$ cat src/apr_pkg.sv
package apr_pkg;

   // ------------------------------------------------------------
   // timing
   // ------------------------------------------------------------
   localparam int unsigned CLK_PERIOD_NS = 50;
   localparam int unsigned CONV_PULSE_NS = 5000;
   // a least time, so round up to whole clock cycles
   localparam int unsigned CONV_PULSE_CYC_I = (CONV_PULSE_NS + CLK_PERIOD_NS - 1) / CLK_PERIOD_NS;
   localparam int PULSE_CW = 7;
   localparam logic [PULSE_CW-1:0] CONV_PULSE_CYC = PULSE_CW'(CONV_PULSE_CYC_I);
   localparam logic [PULSE_CW-1:0] PULSE_CNT_ZERO = 7'h00;
   localparam logic [PULSE_CW-1:0] PULSE_CNT_ONE = 7'h01;

   // ------------------------------------------------------------
   // register map
   // ------------------------------------------------------------
   localparam int REG_AW = 8;
   localparam int ROUTE_W = 24;
   localparam logic [REG_AW-1:0] ROUTE_MASK_ADDR = 8'h27;
   localparam logic [ROUTE_W-1:0] ROUTE_MASK_RESET = 24'h000000;
   localparam logic [ROUTE_W-1:0] ROUTE_MASK_WRITABLE = 24'hfffffe;
   localparam logic [ROUTE_W-1:0] ROUTE_ZERO = 24'h000000;

   // ------------------------------------------------------------
   // field positions of the routing mask
   // ------------------------------------------------------------
   localparam int OVERCUR_MSB = 23;
   localparam int UNDERCUR_MSB = 19;
   localparam int OVERVOLT_MSB = 15;
   localparam int UNDERVOLT_MSB = 11;
   localparam int OVERPWR_MSB = 7;
   localparam int ACCUM_FULL_BIT = 3;
   localparam int COUNT_FULL_BIT = 2;
   localparam int CONV_DONE_BIT = 1;
   localparam int UNUSED_BIT = 0;

   // ------------------------------------------------------------
   // pulse state machine
   // ------------------------------------------------------------
   typedef enum logic [1:0]
   {
      APR_PULSE_IDLE = 2'b01,
      APR_PULSE_ON = 2'b10
   } apr_pulse_state_t;

endpackage

$ cat src/apr_conv_pulse.sv
`timescale 1ns/1ps
`default_nettype none

module apr_conv_pulse
(
   input wire logic ref_clk,
   input wire logic reset_n,
   input wire logic pulse_start,
   input wire logic pulse_abort,
   output logic pulse_active
);

   apr_pkg::apr_pulse_state_t state_r;
   apr_pkg::apr_pulse_state_t state_nxt;
   logic [apr_pkg::PULSE_CW-1:0] cnt_r;
   logic [apr_pkg::PULSE_CW-1:0] cnt_nxt;
   wire logic cnt_done;

   assign cnt_done = (cnt_r == apr_pkg::PULSE_CNT_ZERO);

   // a new completion restarts the full width; the pin never sees a gap
   always_comb
   begin
      state_nxt = state_r;
      cnt_nxt = cnt_r;
      unique case (state_r)
         apr_pkg::APR_PULSE_IDLE:
         begin
            if (pulse_start)
            begin
               state_nxt = apr_pkg::APR_PULSE_ON;
               cnt_nxt = apr_pkg::CONV_PULSE_CYC - apr_pkg::PULSE_CNT_ONE;
            end
         end
         apr_pkg::APR_PULSE_ON:
         begin
            if (pulse_start)
            begin
               cnt_nxt = apr_pkg::CONV_PULSE_CYC - apr_pkg::PULSE_CNT_ONE;
            end
            else if (pulse_abort || cnt_done)
            begin
               state_nxt = apr_pkg::APR_PULSE_IDLE;
               cnt_nxt = apr_pkg::PULSE_CNT_ZERO;
            end
            else
            begin
               cnt_nxt = cnt_r - apr_pkg::PULSE_CNT_ONE;
            end
         end
         default:
         begin
            state_nxt = apr_pkg::APR_PULSE_IDLE;
            cnt_nxt = apr_pkg::PULSE_CNT_ZERO;
         end
      endcase
   end

   always_ff @(posedge ref_clk or negedge reset_n)
   begin
      if (!reset_n)
      begin
         state_r <= apr_pkg::APR_PULSE_IDLE;
         cnt_r <= apr_pkg::PULSE_CNT_ZERO;
      end
      else
      begin
         state_r <= state_nxt;
         cnt_r <= cnt_nxt;
      end
   end

   assign pulse_active = (state_r == apr_pkg::APR_PULSE_ON);
endmodule // apr_conv_pulse

`default_nettype wire

$ cat src/apr_alert1_route.sv
`timescale 1ns/1ps
`default_nettype none

// Notes on behaviour
// - overvoltage enables for channels two to four, bits 14..12, gate them onto the pin.
// - undervoltage enables for channels one to four sit in bits 11..8.
// - overpower enables for channels one to four sit in bits 7..4.
// - bit 3 routes any channel accumulator overflow or fullness-limit condition.
// - bit 2 routes sample counter overflow or fullness-limit condition.
// - bit 1 gives a 5 us pin pulse after every completed conversion cycle.
// - the conversion pulse reaches the pin only while the pin is in alert function.
// - in alert function the pin's slow-mode input is ignored.
// - bit 0 does nothing and always reads zero.
// - bits 23..16 route over/undercurrent, bit 15 routes channel one overvoltage.
// - the mask drives the pin only when the pin function selects alert.

module apr_alert1_route
(
   input wire logic ref_clk,
   input wire logic reset_n,
   input wire logic [apr_pkg::REG_AW-1:0] reg_addr,
   input wire logic reg_wr,
   input wire logic [apr_pkg::ROUTE_W-1:0] reg_wdata,
   input wire logic reg_rd,
   output logic [apr_pkg::ROUTE_W-1:0] reg_rdata,
   input wire logic [3:0] chan_overcur_trip,
   input wire logic [3:0] chan_undercur_trip,
   input wire logic [3:0] chan_overvolt_trip,
   input wire logic [3:0] chan_undervolt_trip,
   input wire logic [3:0] chan_overpwr_trip,
   input wire logic accum_full_trip,
   input wire logic sample_count_full_trip,
   input wire logic conv_cycle_done,
   input wire logic pin_one_alert_func,
   input wire logic slowctl_alert_pin_one_i,
   output logic slowctl_alert_pin_one_o,
   output logic slowctl_alert_pin_one_oe,
   output logic slow_mode_req
);

   // ------------------------------------------------------------
   // helpers
   // ------------------------------------------------------------
   // trip inputs use bit 0 for channel one; the mask puts channel one on top
   function automatic logic [3:0] chan_to_field(input logic [3:0] v);
      chan_to_field = {v[0], v[1], v[2], v[3]};
   endfunction

   // ------------------------------------------------------------
   // register port
   // ------------------------------------------------------------
   logic [apr_pkg::ROUTE_W-1:0] route_mask_r;
   logic [apr_pkg::ROUTE_W-1:0] route_mask_nxt;
   logic [apr_pkg::ROUTE_W-1:0] rdata_r;
   logic [apr_pkg::ROUTE_W-1:0] rdata_nxt;
   wire logic addr_hit;
   wire logic mask_wr;
   wire logic mask_rd;

   assign addr_hit = (reg_addr == apr_pkg::ROUTE_MASK_ADDR);
   assign mask_wr = reg_wr && addr_hit;
   assign mask_rd = reg_rd && addr_hit;

   // bit 0 is never stored, so it can only read back as zero
   assign route_mask_nxt = mask_wr ? (reg_wdata & apr_pkg::ROUTE_MASK_WRITABLE) : route_mask_r;
   // other addresses belong to other blocks; this one answers them with zero
   assign rdata_nxt = mask_rd ? route_mask_r : apr_pkg::ROUTE_ZERO;

   always_ff @(posedge ref_clk or negedge reset_n)
   begin
      if (!reset_n)
      begin
         route_mask_r <= apr_pkg::ROUTE_MASK_RESET;
      end
      else
      begin
         route_mask_r <= route_mask_nxt;
      end
   end

   always_ff @(posedge ref_clk or negedge reset_n)
   begin
      if (!reset_n)
      begin
         rdata_r <= apr_pkg::ROUTE_ZERO;
      end
      else if (reg_rd)
      begin
         rdata_r <= rdata_nxt;
      end
   end

   assign reg_rdata = rdata_r;

   // ------------------------------------------------------------
   // condition routing
   // ------------------------------------------------------------
   wire logic [apr_pkg::ROUTE_W-1:0] cond_vec;
   wire logic [apr_pkg::ROUTE_W-1:0] routed_vec;
   wire logic routed_any;
   wire logic conv_pulse_en;
   wire logic pulse_start;
   wire logic pulse_active;

   // layout follows the mask; the two low bits are not level conditions
   assign cond_vec = {chan_to_field(chan_overcur_trip),
                      chan_to_field(chan_undercur_trip),
                      chan_to_field(chan_overvolt_trip),
                      chan_to_field(chan_undervolt_trip),
                      chan_to_field(chan_overpwr_trip),
                      accum_full_trip,
                      sample_count_full_trip,
                      1'b0,
                      1'b0};
   assign routed_vec = route_mask_r & cond_vec;
   assign routed_any = |routed_vec;

   assign conv_pulse_en = route_mask_r[apr_pkg::CONV_DONE_BIT];
   assign pulse_start = conv_cycle_done && conv_pulse_en && pin_one_alert_func;

   apr_conv_pulse u_conv_pulse
   (
      .ref_clk(ref_clk),
      .reset_n(reset_n),
      .pulse_start(pulse_start),
      .pulse_abort(!pin_one_alert_func),
      .pulse_active(pulse_active)
   );

   // ------------------------------------------------------------
   // pin drive
   // ------------------------------------------------------------
   logic alert_r;
   logic slow_req_r;
   wire logic alert_nxt;
   wire logic slow_req_nxt;

   // the mask has no say unless the pin function selects alert
   assign alert_nxt = pin_one_alert_func && (routed_any || pulse_active);
   // slow function would fight the alert drive, so it is dropped outright
   assign slow_req_nxt = !pin_one_alert_func && slowctl_alert_pin_one_i;

   always_ff @(posedge ref_clk or negedge reset_n)
   begin
      if (!reset_n)
      begin
         alert_r <= 1'b0;
         slow_req_r <= 1'b0;
      end
      else
      begin
         alert_r <= alert_nxt;
         slow_req_r <= slow_req_nxt;
      end
   end

   // open-drain, active low: pull the wire low only while alerting
   assign slowctl_alert_pin_one_o = 1'b0;
   assign slowctl_alert_pin_one_oe = alert_r;
   assign slow_mode_req = slow_req_r;
endmodule // apr_alert1_route

`default_nettype wire

$ cat config.mk
export PLATFORM = sky130hd
export DESIGN_NAME = apr_alert1_route
export DESIGN_NICKNAME = d
export VERILOG_FILES = /design/src/apr_pkg.sv /design/src/apr_conv_pulse.sv /design/src/apr_alert1_route.sv
export SDC_FILE = /design/constraint.sdc
export NUM_CORES = 1
export LEC_CHECK = 0
export BUFFER_PORTS_ARGS = -buffer_cell sky130_fd_sc_hd__buf_2
export CORE_MARGIN = 2
export CORE_UTILIZATION = 33
export DETAILED_ROUTE_END_ITERATION = 7
export PLACE_DENSITY = 0.57
export SLEW_MARGIN = 20
export SYNTH_ARGS = -nofsm -noshare
export SYNTH_HDL_FRONTEND = slang
export SYNTH_HIERARCHICAL = 1
export SYNTH_SLANG_ARGS = --single-unit
$ cat constraint.sdc
create_clock -name ref_clk -period 4.3 [get_ports ref_clk]
set_input_delay 0.645 -clock ref_clk [delete_from_list [all_inputs] [get_ports ref_clk]]
set_output_delay 0.645 -clock ref_clk [all_outputs]
set_load 0.1 [all_outputs]
==> run metrics, run 1 <==
Total Neg Setup Slack 0 ns; kind of capture point of the worst setup path register; number of placement rows 32; leading cell types in the layout, fill and taps excluded sky130_fd_sc_hd__buf_2, sky130_fd_sc_hd__dfrtp_1, sky130_fd_sc_hd__a22o_1; post-route cell area 0.00328 sq mm; clock slew at reported path FFs 0.07 ns; number of library cell types mapped by synthesis 45; maximum number of pins on one net before global-route repair 58; combined global-route utilization of all metal layers 14.8%; number of antenna repair diodes 0; type of the most critical hold path in -> async; number of antenna violations at the first check in global routing 0; gpl congestion 0.800; height of the die 92.8 um; Period minus WS final 2.01 ns; worst-path fanout max 8; area of the die 0.00860 sq mm; number of flip-flops and latches in the synthesized netlist 57; relative slew slack 46.6%; MaxCap Viol Count 0; part of the power in the clock network 37.0%; share of synthesized registers carrying an async set or reset 100%; number of clock sinks seen by CTS 57; Arr. time, crit path 2.27 ns; Port Buf Inserts 84; cell count after placement 366; vias per std cell 4.95; remaining antenna violation count 0; number of optimization iterations in the first detailed-route pass 4; Pwr Density 426 mW/mm^2; dpl cell area 0.00307 sq mm; total area of multi-input combinational cells 0.00106 sq mm; max-slew violation total from the final report 0; first-pass GRT wire length 9690 um; number of buffers inserted during clock tree synthesis 9; synthesized area per cell 13.8 sq um; via count of the first global-routing pass 1932; synth warn 6; period utilization 46.9%; deepest clock path buffer count 2; count of hold-fix buffers inserted at cts 0; switching power of the nets 406 uW; vias post-DR 1889; end of the worst register-to-register path u_conv_pulse/cnt_r[2]; combinational group share of total power 19.7%; final cell count without fillers 382; Max H-tree Level 3; routed wire length per instance 15.5 um; Floorplan Core Area 0.00769 sq mm; launching point of the worst reg2reg path u_conv_pulse/state_r[0]; Layout area overhead 26.1%; worst clock skew 0.00485 ns; post-CTS setup buffer count 0; post-layout worst setup margin 2.29 ns; DRC viols 0; die outline width 92.8 um; First DRT Iteration DRCs 50; initial core utilization 33.8%; Post-Place Worst Slack 2.02 ns; fraction of final layout cells with drive strength greater than 1 47.1%; part of the Yosys area used for sequential elements 54.9%; total internal power 992 uW; summed instance area of the synthesized netlist 0.00260 sq mm; Slew @ Worst Pin 0.800 ns; status complete, no violations; clock tree root buffer cell sky130_fd_sc_hd__clkbuf_8; kind of start point of the critical path register; Worst Path Required 4.56 ns; CTS tree yes; f_max 0.496 GHz; total setup violations reported at the end of the flow 0; total of cells resized after clock tree synthesis 0; Reg power frac 43.3%; Register-to-Register Setup Slack 2.29 ns; Static Leakage 0.00177 uW; nets 340; Peak supply drop 0.000205 V; sequential cell area 0.00143 sq mm; Sw Share 29.0%; most common cell after layout, fill and taps aside sky130_fd_sc_hd__buf_2; I/O pin cnt 88; FILL cells 770; Tot Pwr 1400 uW; most frequently used flop master after synthesis sky130_fd_sc_hd__dfrtp_1; unrepaired setup endpoints after global routing false; sum of overflow across all layers after global routing 0; worst reg-to-reg path cell count 6; number of hold violations in the final report 0; Post-Syn Instances 189; dpl hpwl 4240 um; routed wire length 5930 um; number of flops mapped to enable cells by yosys 0; clock latency reported for the late side of the worst-skew pair 0.34 ns; class of the most critical setup path reg -> reg
cell type report:
class	count	area share, %
multi-input cells	115	32.4
clock inverters	4	1.56
repair buffers	85	13.0
flip-flops and latches	57	43.5
inverters	7	0.801
clock buffers	12	4.73
well taps	102	3.89
metal layers:
metal | up-vias | GRT usage (%) | part of all wire (%)
met5 | - | 0 | 0
met4 | 0 | 5.27 | 2.0
met3 | 11 | 6.67 | 8.8
met2 | 74 | 22.5 | 47
met1 | 927 | 18.5 | 42
li1 | 877 | - | -
critical path: stages (launching register included):
cell and delay, ns:
sky130_fd_sc_hd__dfstp_2 0.54, sky130_fd_sc_hd__inv_1 0.04, sky130_fd_sc_hd__ha_1 0.31, sky130_fd_sc_hd__nor3b_2 0.31
sky130_fd_sc_hd__o21ai_2 0.19, sky130_fd_sc_hd__or3_1 0.37, sky130_fd_sc_hd__a31oi_1 0.16
through the flow:
stage	hold WS (ns)	util [%]
2_1_floorplan	0.349	-
3_3_place_gp	0.463	40.0
6_report	0.437	42.7
5_1_grt	0.478	42.7
4_1_cts	0.464	42.7
3_5_place_dp	0.477	40.0
power groups by stage:
stage | logic [uW] | clock network (uW) | registers, uW
2_1_floorplan | 190 | 0 | 626
3_3_place_gp | 271 | 0 | 615
3_5_place_dp | 278 | 0 | 616
4_1_cts | 278 | 531 | 606
5_1_grt | 313 | 560 | 612
6_report | 275 | 517 | 606
how the worst max path moves through the flow:
| stage | start | endpoint | slack [ns] | cells past startpoint |
|---|---|---|---|---|
| after floorplan | pin_one_alert_func | u_conv_pulse/cnt_r[6] | 2.42 | 6 |
| after global placement | reg_addr[4] | route_mask_r[20] | 2.04 | 4 |
| after detailed placement | reg_addr[4] | route_mask_r[19] | 2.02 | 4 |
| after CTS | u_conv_pulse/state_r[0] | u_conv_pulse/cnt_r[2] | 2.31 | 6 |
| after global routing | u_conv_pulse/state_r[0] | u_conv_pulse/cnt_r[2] | 2.16 | 6 |
| final | u_conv_pulse/state_r[0] | u_conv_pulse/cnt_r[2] | 2.29 | 6 |
flip-flops by register name, summed over array words and instances (netlist names):
| signal | flops |
|---|---|
| reg_rdata | 23 |
| route_mask_r | 23 |
| slow_mode_req | 1 |
| slowctl_alert_pin_one_oe | 1 |
| u_conv_pulse/cnt_r | 7 |
| u_conv_pulse/state_r | 2 |
kinds of logic after synthesis:
kind of cell	synth area share, %
DFF	54.9
AOI/OAI and AO/OA	16.2
adders and majority gates	1.93
muxes	12.8
buffers and inverters	4.33
other	0.144
and+or+nand+nor	9.62
synth_stat cells (2+ instances only):
library cell	number	area [sq um]
sky130_fd_sc_hd__a21oi_1	3	15.0
sky130_fd_sc_hd__o211ai_1	2	15.0
sky130_fd_sc_hd__buf_4	4	30.0
sky130_fd_sc_hd__ha_1	4	50.1
sky130_fd_sc_hd__clkbuf_1	3	11.3
sky130_fd_sc_hd__inv_1	7	26.3
sky130_fd_sc_hd__mux2_4	20	300
sky130_fd_sc_hd__nand2_1	7	26.3
sky130_fd_sc_hd__a21o_1	3	22.5
sky130_fd_sc_hd__or3_1	4	25.0
sky130_fd_sc_hd__o21ai_0	2	10.0
sky130_fd_sc_hd__mux2_2	3	33.8
sky130_fd_sc_hd__dfrtp_1	56	1400
sky130_fd_sc_hd__a221oi_1	2	17.5
sky130_fd_sc_hd__nor2b_1	4	25.0
sky130_fd_sc_hd__buf_6	4	45.0
sky130_fd_sc_hd__and3_1	2	12.5
sky130_fd_sc_hd__nand2b_1	2	12.5
sky130_fd_sc_hd__a22o_1	26	228
sky130_fd_sc_hd__a22oi_1	6	45.0
(Power assumes the default switching activity.)
==> inputs of run 2 (changes only) <==
--- a/config.mk
+++ b/config.mk
@@ -9,7 +9,7 @@
 export CORE_MARGIN = 2
 export CORE_UTILIZATION = 33
 export DETAILED_ROUTE_END_ITERATION = 7
-export PLACE_DENSITY = 0.57
+export PLACE_DENSITY = 0.59
 export SLEW_MARGIN = 20
 export SYNTH_ARGS = -nofsm -noshare
 export SYNTH_HDL_FRONTEND = slang
==> constraint.sdc (replaced) <==
create_clock -name ref_clk -period 1.74 [get_ports ref_clk]
set_input_delay 0.261 -clock ref_clk [delete_from_list [all_inputs] [get_ports ref_clk]]
set_output_delay 0.261 -clock ref_clk [all_outputs]
set_load 0.1 [all_outputs]
==> run 2 against run 1 <==
Net effect:
- the run now ends with setup timing left
- highest routed layer unchanged
- worst hold slack lost 0.31 ns
- clock skew up 0.0024 ns
- final area up 4.6%
- final cell count rose by 3.1%
- register-to-register slack got worse by 2.3 ns
- fmax rose by 16%
- critical path type unchanged
- utilization is 2.0 points higher
- clock-buffer cell count is 2 higher
- worst setup slack worse by 2.3 ns
- non-clock buffer count is 12 higher
- total power grew to 2.6 times the previous value
==> run metrics, run 2 (same netlist as run 1, synthesis figures left out) <==
status finished with violations (was complete, no violations); failing checks setup timing; Worst Path Required 2.00 ns (was 4.56 ns); number of clock sinks seen by CTS 57 (unchanged); Static Leakage 0.00184 uW (was 0.00177 uW); most common cell after layout, fill and taps aside sky130_fd_sc_hd__buf_2 (unchanged); largest stage delay on the critical path 0.54 ns (about the same); Slew @ Worst Pin 0.778 ns (was 0.800 ns); Reg power frac 41.6% (was 43.3%); Peak supply drop 0.000374 V (was 0.000205 V); Pwr Density 1050 mW/mm^2 (was 426 mW/mm^2); height of the die 92.8 um (unchanged); initial core utilization 33.8% (unchanged); worst reg-to-reg path cell count 6 (unchanged); Floorplan Core Area 0.00769 sq mm (unchanged); hold path startpoint pin_one_alert_func; DRC viols 0 (unchanged); end of the worst register-to-register path u_conv_pulse/cnt_r[2] (unchanged); switching power of the nets 1030 uW (was 406 uW); Period minus WS final 1.74 ns (was 2.01 ns); vias post-DR 1881 (was 1889); combined global-route utilization of all metal layers 15.3% (was 14.8%); cells along the critical path inv_2, ha_4, nor3b_4, o21ai_4, or3_1, a31oi_1 (was inv_1, ha_1, nor3b_2, o21ai_2, or3_1, a31oi_1); post-layout worst setup margin -0.000829 ns (was 2.29 ns); Register-to-Register Setup Slack -0.0008 ns (was 2.29 ns); via count of the first global-routing pass 2064 (was 1932); I/O pin cnt 88 (unchanged); combinational group share of total power 22.7% (was 19.7%); Sw Share 28.6% (was 29.0%); sum of overflow across all layers after global routing 0 (unchanged); post-route cell area 0.00343 sq mm (was 0.00328 sq mm); MaxCap Viol Count 0 (unchanged); Layout area overhead 31.9% (was 26.1%); unrepaired setup endpoints after global routing true (was false); number of placement rows 32 (unchanged); remaining antenna violation count 0 (unchanged); deepest clock path buffer count 2 (unchanged); number of antenna repair diodes 0 (unchanged); total setup violations reported at the end of the flow 1 (was 0); fraction of final layout cells with drive strength greater than 1 50.0% (was 47.1%); buffering stage count on the worst path with inverters included 1 (unchanged); Arr. time, crit path 2.00 ns (was 2.27 ns); gpl congestion 0.823 (was 0.800); First DRT Iteration DRCs 83 (was 50); cell depth of the worst hold path 2; worst-path fanout max 8 (unchanged); relative slew slack 48.1% (was 46.6%); routed wire length per instance 15.4 um (was 15.5 um); clock slew at reported path FFs 0.07 ns (about the same); routed wire length 6050 um (was 5930 um); number of hold violations in the final report 0 (unchanged); Worst path slowest cell sky130_fd_sc_hd__dfstp_2 (unchanged); f_max 0.574 GHz (was 0.496 GHz); area of the die 0.00860 sq mm (unchanged); CP top delay family simple AND/OR/NAND/NOR gates (unchanged); Hold EP slow_mode_req; part of the power in the clock network 35.7% (was 37.0%); clock latency reported for the late side of the worst-skew pair 0.33 ns (was 0.34 ns); max-slew violation total from the final report 0 (unchanged); Post-Place Worst Slack -0.103 ns (was 2.02 ns); number of buffers inserted during clock tree synthesis 9 (unchanged); number of optimization iterations in the first detailed-route pass 4 (unchanged); first-pass GRT wire length 10100 um (was 9690 um); period utilization 100% (was 46.9%); nets 352 (was 340); type of the most critical hold path in -> reg (was in -> async); Max H-tree Level 3 (unchanged); clock tree root buffer cell sky130_fd_sc_hd__clkbuf_8 (unchanged); launching point of the worst reg2reg path u_conv_pulse/state_r[0] (unchanged); class of the most critical setup path reg -> reg (unchanged); maximum number of pins on one net before global-route repair 58 (unchanged); number of antenna violations at the first check in global routing 0 (unchanged); kind of start point of the critical path register (unchanged); vias per std cell 4.77 (was 4.95); total internal power 2570 uW (was 992 uW); total area of multi-input combinational cells 0.00109 sq mm (was 0.00106 sq mm); die outline width 92.8 um (unchanged); dpl hpwl 4270 um (was 4240 um); FILL cells 725 (was 770); leading cell types in the layout, fill and taps excluded sky130_fd_sc_hd__buf_2, sky130_fd_sc_hd__dfrtp_1, sky130_fd_sc_hd__a22o_1 (unchanged); Port Buf Inserts 84 (unchanged); sequential cell area 0.00143 sq mm (unchanged); worst clock skew 0.00722 ns (was 0.00485 ns); CTS tree yes (unchanged); dpl cell area 0.00317 sq mm (was 0.00307 sq mm); kind of capture point of the worst setup path register (unchanged)
## run 2: worst max-delay path by stage
stage | end | slack, ns | cells after the start | start
3_5_place_dp | u_conv_pulse/cnt_r[2] | -0.10 | 6 | u_conv_pulse/state_r[0]
2_1_floorplan | u_conv_pulse/cnt_r[2] | -0.03 | 6 | u_conv_pulse/state_r[0]
5_1_grt | u_conv_pulse/cnt_r[2] | -0.08 | 6 | u_conv_pulse/state_r[0]
6_report | u_conv_pulse/cnt_r[2] | -0.0008 | 6 | u_conv_pulse/state_r[0]
3_3_place_gp | u_conv_pulse/cnt_r[2] | -0.06 | 6 | u_conv_pulse/state_r[0]
4_1_cts | u_conv_pulse/cnt_r[2] | -0.006 | 6 | u_conv_pulse/state_r[0]
## run 2: power groups by stage
stage          Combinational, uW  Clock (uW)  Sequential, uW
6_report                     820        1290            1500
5_1_grt                      918        1380            1510
4_1_cts                      800        1320            1500
3_5_place_dp                 752           0            1520
3_3_place_gp                 742           0            1510
2_1_floorplan                470           0            1550
## run 2: metrics by stage
stage	setup TNS, ns	hold WS, ns	instances	total power, uW	utilization, %
finish	-0.000829	0.130	394	3610	44.6
global route	-0.142	0.135	394	3800	44.6
CTS	-0.00588	0.117	393	3620	44.4
detailed placement	-0.120	0.287	375	2270	41.2
global placement	-0.0561	0.284	375	2260	41.2
floorplan	-0.0270	-0.0346	190	2020	-
## run 2: cell type report
cell class,count,share of cell area (%)
clock buffers,14,5.03
clock inverters,2,1.02
inverters,7,0.766
multi-input cells,115,31.9
flip-flops and latches,57,41.6
well taps,102,3.72
repair buffers,97,15.9
## run 2: worst reg2reg max path, cell delays in order, from the launching register on
cell and delay [ns]:
sky130_fd_sc_hd__dfstp_2 0.54, sky130_fd_sc_hd__inv_2 0.04, sky130_fd_sc_hd__ha_4 0.22, sky130_fd_sc_hd__nor3b_4 0.24, sky130_fd_sc_hd__o21ai_4 0.13, sky130_fd_sc_hd__or3_1 0.36, sky130_fd_sc_hd__a31oi_1 0.13
## run 2: layer usage
| layer | vias up | GRT usage [%] | share of wire (%) |
|---|---|---|---|
| met5 | - | 0 | 0 |
| li1 | 907 | - | - |
| met4 | 0 | 6.74 | 1.1 |
| met3 | 6 | 5.94 | 9.0 |
| met2 | 67 | 23.5 | 45 |
| met1 | 901 | 19.2 | 45 |
## run 2: repair_timing
item,4_1_cts,5_1_grt
pin swaps,3,6
hold endpoints to repair,56,0
endpoints found under the setup margin,4,6
gates resized for setup,4,2
buffers inserted,1,1
hold buffers,1,0
==> inputs of run 3 (changes only) <==
--- a/config.mk
+++ b/config.mk
@@ -6,10 +6,13 @@
 export NUM_CORES = 1
 export LEC_CHECK = 0
 export BUFFER_PORTS_ARGS = -buffer_cell sky130_fd_sc_hd__buf_2
+export CAP_MARGIN = 20
+export CELL_PAD_IN_SITES_DETAIL_PLACEMENT = 0
+export CELL_PAD_IN_SITES_GLOBAL_PLACEMENT = 1
 export CORE_MARGIN = 2
 export CORE_UTILIZATION = 33
 export DETAILED_ROUTE_END_ITERATION = 7
-export PLACE_DENSITY = 0.59
+export PLACE_DENSITY = 0.72
 export SLEW_MARGIN = 20
 export SYNTH_ARGS = -nofsm -noshare
 export SYNTH_HDL_FRONTEND = slang
==> run 3 against run 2 <==
Net effect:
- largest cell class unchanged
- clock skew is 0.0020 ns lower
- register-to-register slack hardly changed
- the run now ends clean
- worst setup slack better by 0.0031 ns
- total power hardly changed
- non-clock buffer count is 7 higher
- combinational power is 19% higher
- sequential share of layout area is 0.98 points lower
- highest routed layer unchanged
- clock-buffer cell count is 2 lower
- wire length is 5.3% higher
- utilization is 1.1 points higher
==> run metrics, run 3 (same netlist as run 1, synthesis figures left out) <==
fin util 45.7% (was 44.6%); number of antenna repair diodes 0 (unchanged); Worst Path Required 2.01 ns (was 2.00 ns); number of hold violations in the final report 0 (unchanged); dpl hpwl 4540 um (was 4270 um); final cell count without fillers 400 (was 394); gpl congestion 0.814 (was 0.823); class of the most critical setup path reg -> reg (unchanged); deepest clock path buffer count 2 (unchanged); period utilization 99.9% (was 100%); CP top delay family simple AND/OR/NAND/NOR gates (unchanged); kind of capture point of the worst setup path register (unchanged); worst reg-to-reg path cell count 7 (was 6); initial core utilization 33.8% (unchanged); MaxCap Viol Count 0 (unchanged); CTS tree yes (unchanged); worst clock skew 0.00525 ns (was 0.00722 ns); largest stage delay on the critical path 0.54 ns (about the same); kind of start point of the critical path register (unchanged); type of the most critical hold path in -> reg (unchanged); number of optimization iterations in the first detailed-route pass 4 (unchanged); Port Buf Inserts 84 (unchanged); First DRT Iteration DRCs 79 (was 83); cells along the critical path inv_2, ha_4, nor3b_4, o21ai_4, buf_6, or3_1, nand3_1 (was inv_2, ha_4, nor3b_4, o21ai_4, or3_1, a31oi_1); routed metal-1 wire length 2690 um (was 2720 um); Peak supply drop 0.000543 V (was 0.000374 V); area of the die 0.00860 sq mm (unchanged); number of placement rows 32 (unchanged); Arr. time, crit path 2.01 ns (was 2.00 ns); post-route cell area 0.00351 sq mm (was 0.00343 sq mm); uppermost signal routing layer after detailed routing met4 (unchanged); Period minus WS final 1.74 ns (about the same); sum of overflow across all layers after global routing 0 (unchanged); vias per std cell 4.95 (was 4.77); Floorplan Core Area 0.00769 sq mm (unchanged); Register-to-Register Setup Slack 0.002 ns (was -0.0008 ns); first-pass GRT wire length 10200 um (was 10100 um); maximum number of pins on one net before global-route repair 40 (was 58); Worst path slowest cell sky130_fd_sc_hd__dfstp_2 (unchanged); vias post-DR 1978 (was 1881); number of buffers inserted during clock tree synthesis 9 (unchanged); die outline width 92.8 um (unchanged); via count of the first global-routing pass 2078 (was 2064); number of clock sinks seen by CTS 57 (unchanged); nets 359 (was 352); clock latency reported for the late side of the worst-skew pair 0.33 ns (about the same); detailed-routed wire length on met2 2960 um (was 2720 um); unrepaired setup endpoints after global routing true (unchanged); remaining antenna violation count 0 (unchanged); max-slew violation total from the final report 0 (unchanged); metal3 WL 635 um (was 545 um); most common cell after layout, fill and taps aside sky130_fd_sc_hd__buf_2 (unchanged); total setup violations reported at the end of the flow 0 (was 1); launching point of the worst reg2reg path u_conv_pulse/state_r[0] (unchanged); buffering stage count on the worst path with inverters included 2 (was 1); leading cell types in the layout, fill and taps excluded sky130_fd_sc_hd__buf_2, sky130_fd_sc_hd__dfrtp_1, sky130_fd_sc_hd__a22o_1 (unchanged); worst-path fanout max 4 (was 8); FILL cells 743 (was 725); crit path to u_conv_pulse/cnt_r[0] (was u_conv_pulse/cnt_r[2]); routed wire length 6370 um (was 6050 um); routed wire length per instance 15.9 um (was 15.4 um); height of the die 92.8 um (unchanged); Static Leakage 0.00188 uW (was 0.00184 uW); Pwr Density 1030 mW/mm^2 (was 1050 mW/mm^2); clock slew at reported path FFs 0.07 ns (about the same); dpl cell area 0.00320 sq mm (was 0.00317 sq mm); end of the worst register-to-register path u_conv_pulse/cnt_r[0] (was u_conv_pulse/cnt_r[2]); combined global-route utilization of all metal layers 15.6% (was 15.3%); cell count after placement 379 (was 375); clock tree root buffer cell sky130_fd_sc_hd__clkbuf_8 (unchanged); DRC viols 0 (unchanged); Max H-tree Level 3 (unchanged); Setup crit start u_conv_pulse/state_r[0] (unchanged); stages on the worst setup path 7 (was 6); fraction of final layout cells with drive strength greater than 1 54.0% (was 50.0%); number of antenna violations at the first check in global routing 0 (unchanged); I/O pin cnt 88 (unchanged); f_max 0.575 GHz (was 0.574 GHz); status complete, no violations (was finished with violations); Layout area overhead 35.1% (was 31.9%)
-- run 3: what timing repair did --
action / 4_1_cts / 5_1_grt
setup buffers: 0 / 5
endpoints found under the hold margin: 56 / 0
gates resized for setup: 2 / 17
setup endpoints to repair: 2 / 6
hold buffers: 1 / 0
pin swaps: 2 / 8
-- run 3: worst min path at each step --
stage          depth (start not counted)  slack [ns]                from                to
2_1_floorplan                          0       -0.03             reset_n     reg_rdata[10]
3_3_place_gp                           2        0.26             reset_n  route_mask_r[19]
3_5_place_dp                           2        0.27             reset_n  route_mask_r[19]
4_1_cts                                2        0.11  pin_one_alert_func     slow_mode_req
5_1_grt                                2        0.12  pin_one_alert_func     slow_mode_req
6_report                               2        0.13  pin_one_alert_func     slow_mode_req
-- run 3: power breakdown --
group	total, uW	internal [uW]	switching [uW]	leakage [uW]
Combinational	977	471	506	0.000996
Clock	1130	618	513	0.0000980
Sequential	1500	1420	78.1	0.000786
Total	3610	2510	1100	0.00188
-- run 3: worst register-to-register path, cell delays in order, from the launching register on --
cell and delay, ns:
sky130_fd_sc_hd__dfstp_2 0.54, sky130_fd_sc_hd__inv_2 0.05, sky130_fd_sc_hd__ha_4 0.22, sky130_fd_sc_hd__nor3b_4 0.24
sky130_fd_sc_hd__o21ai_4 0.11, sky130_fd_sc_hd__buf_6 0.14, sky130_fd_sc_hd__or3_1 0.30, sky130_fd_sc_hd__nand3_1 0.08
-- run 3: area by class of cell --
type	instances	area, sq um	share of cell area (%)
multi-input cells	115	1140	32.6
well taps	102	128	3.63
inverters	7	26.3	0.748
clock inverters	3	15.0	0.428
flip-flops and latches	57	1430	40.6
repair buffers	104	606	17.2
clock buffers	12	165	4.70
-- run 3: metal layers --
| metal | up-vias | track usage [%] |
|---|---|---|
| met5 | - | 0 |
| met3 | 6 | 6.75 |
| met1 | 976 | 18.9 |
| met2 | 78 | 24.3 |
| li1 | 918 | - |
| met4 | 0 | 6.25 |
-- run 3: through the flow --
stage                     hold slack [ns]  TNS [ns]  total power [uW]  worst slack (ns)
after detailed placement            0.265   -0.0948              2320           -0.0832
final                               0.126         0              3610           0.00230
after CTS                           0.108         0              3490          0.000209
after floorplan                   -0.0346   -0.0270              2020           -0.0268
after global routing                0.122    -0.115              3810           -0.0467
after global placement              0.259   -0.0530              2310           -0.0530
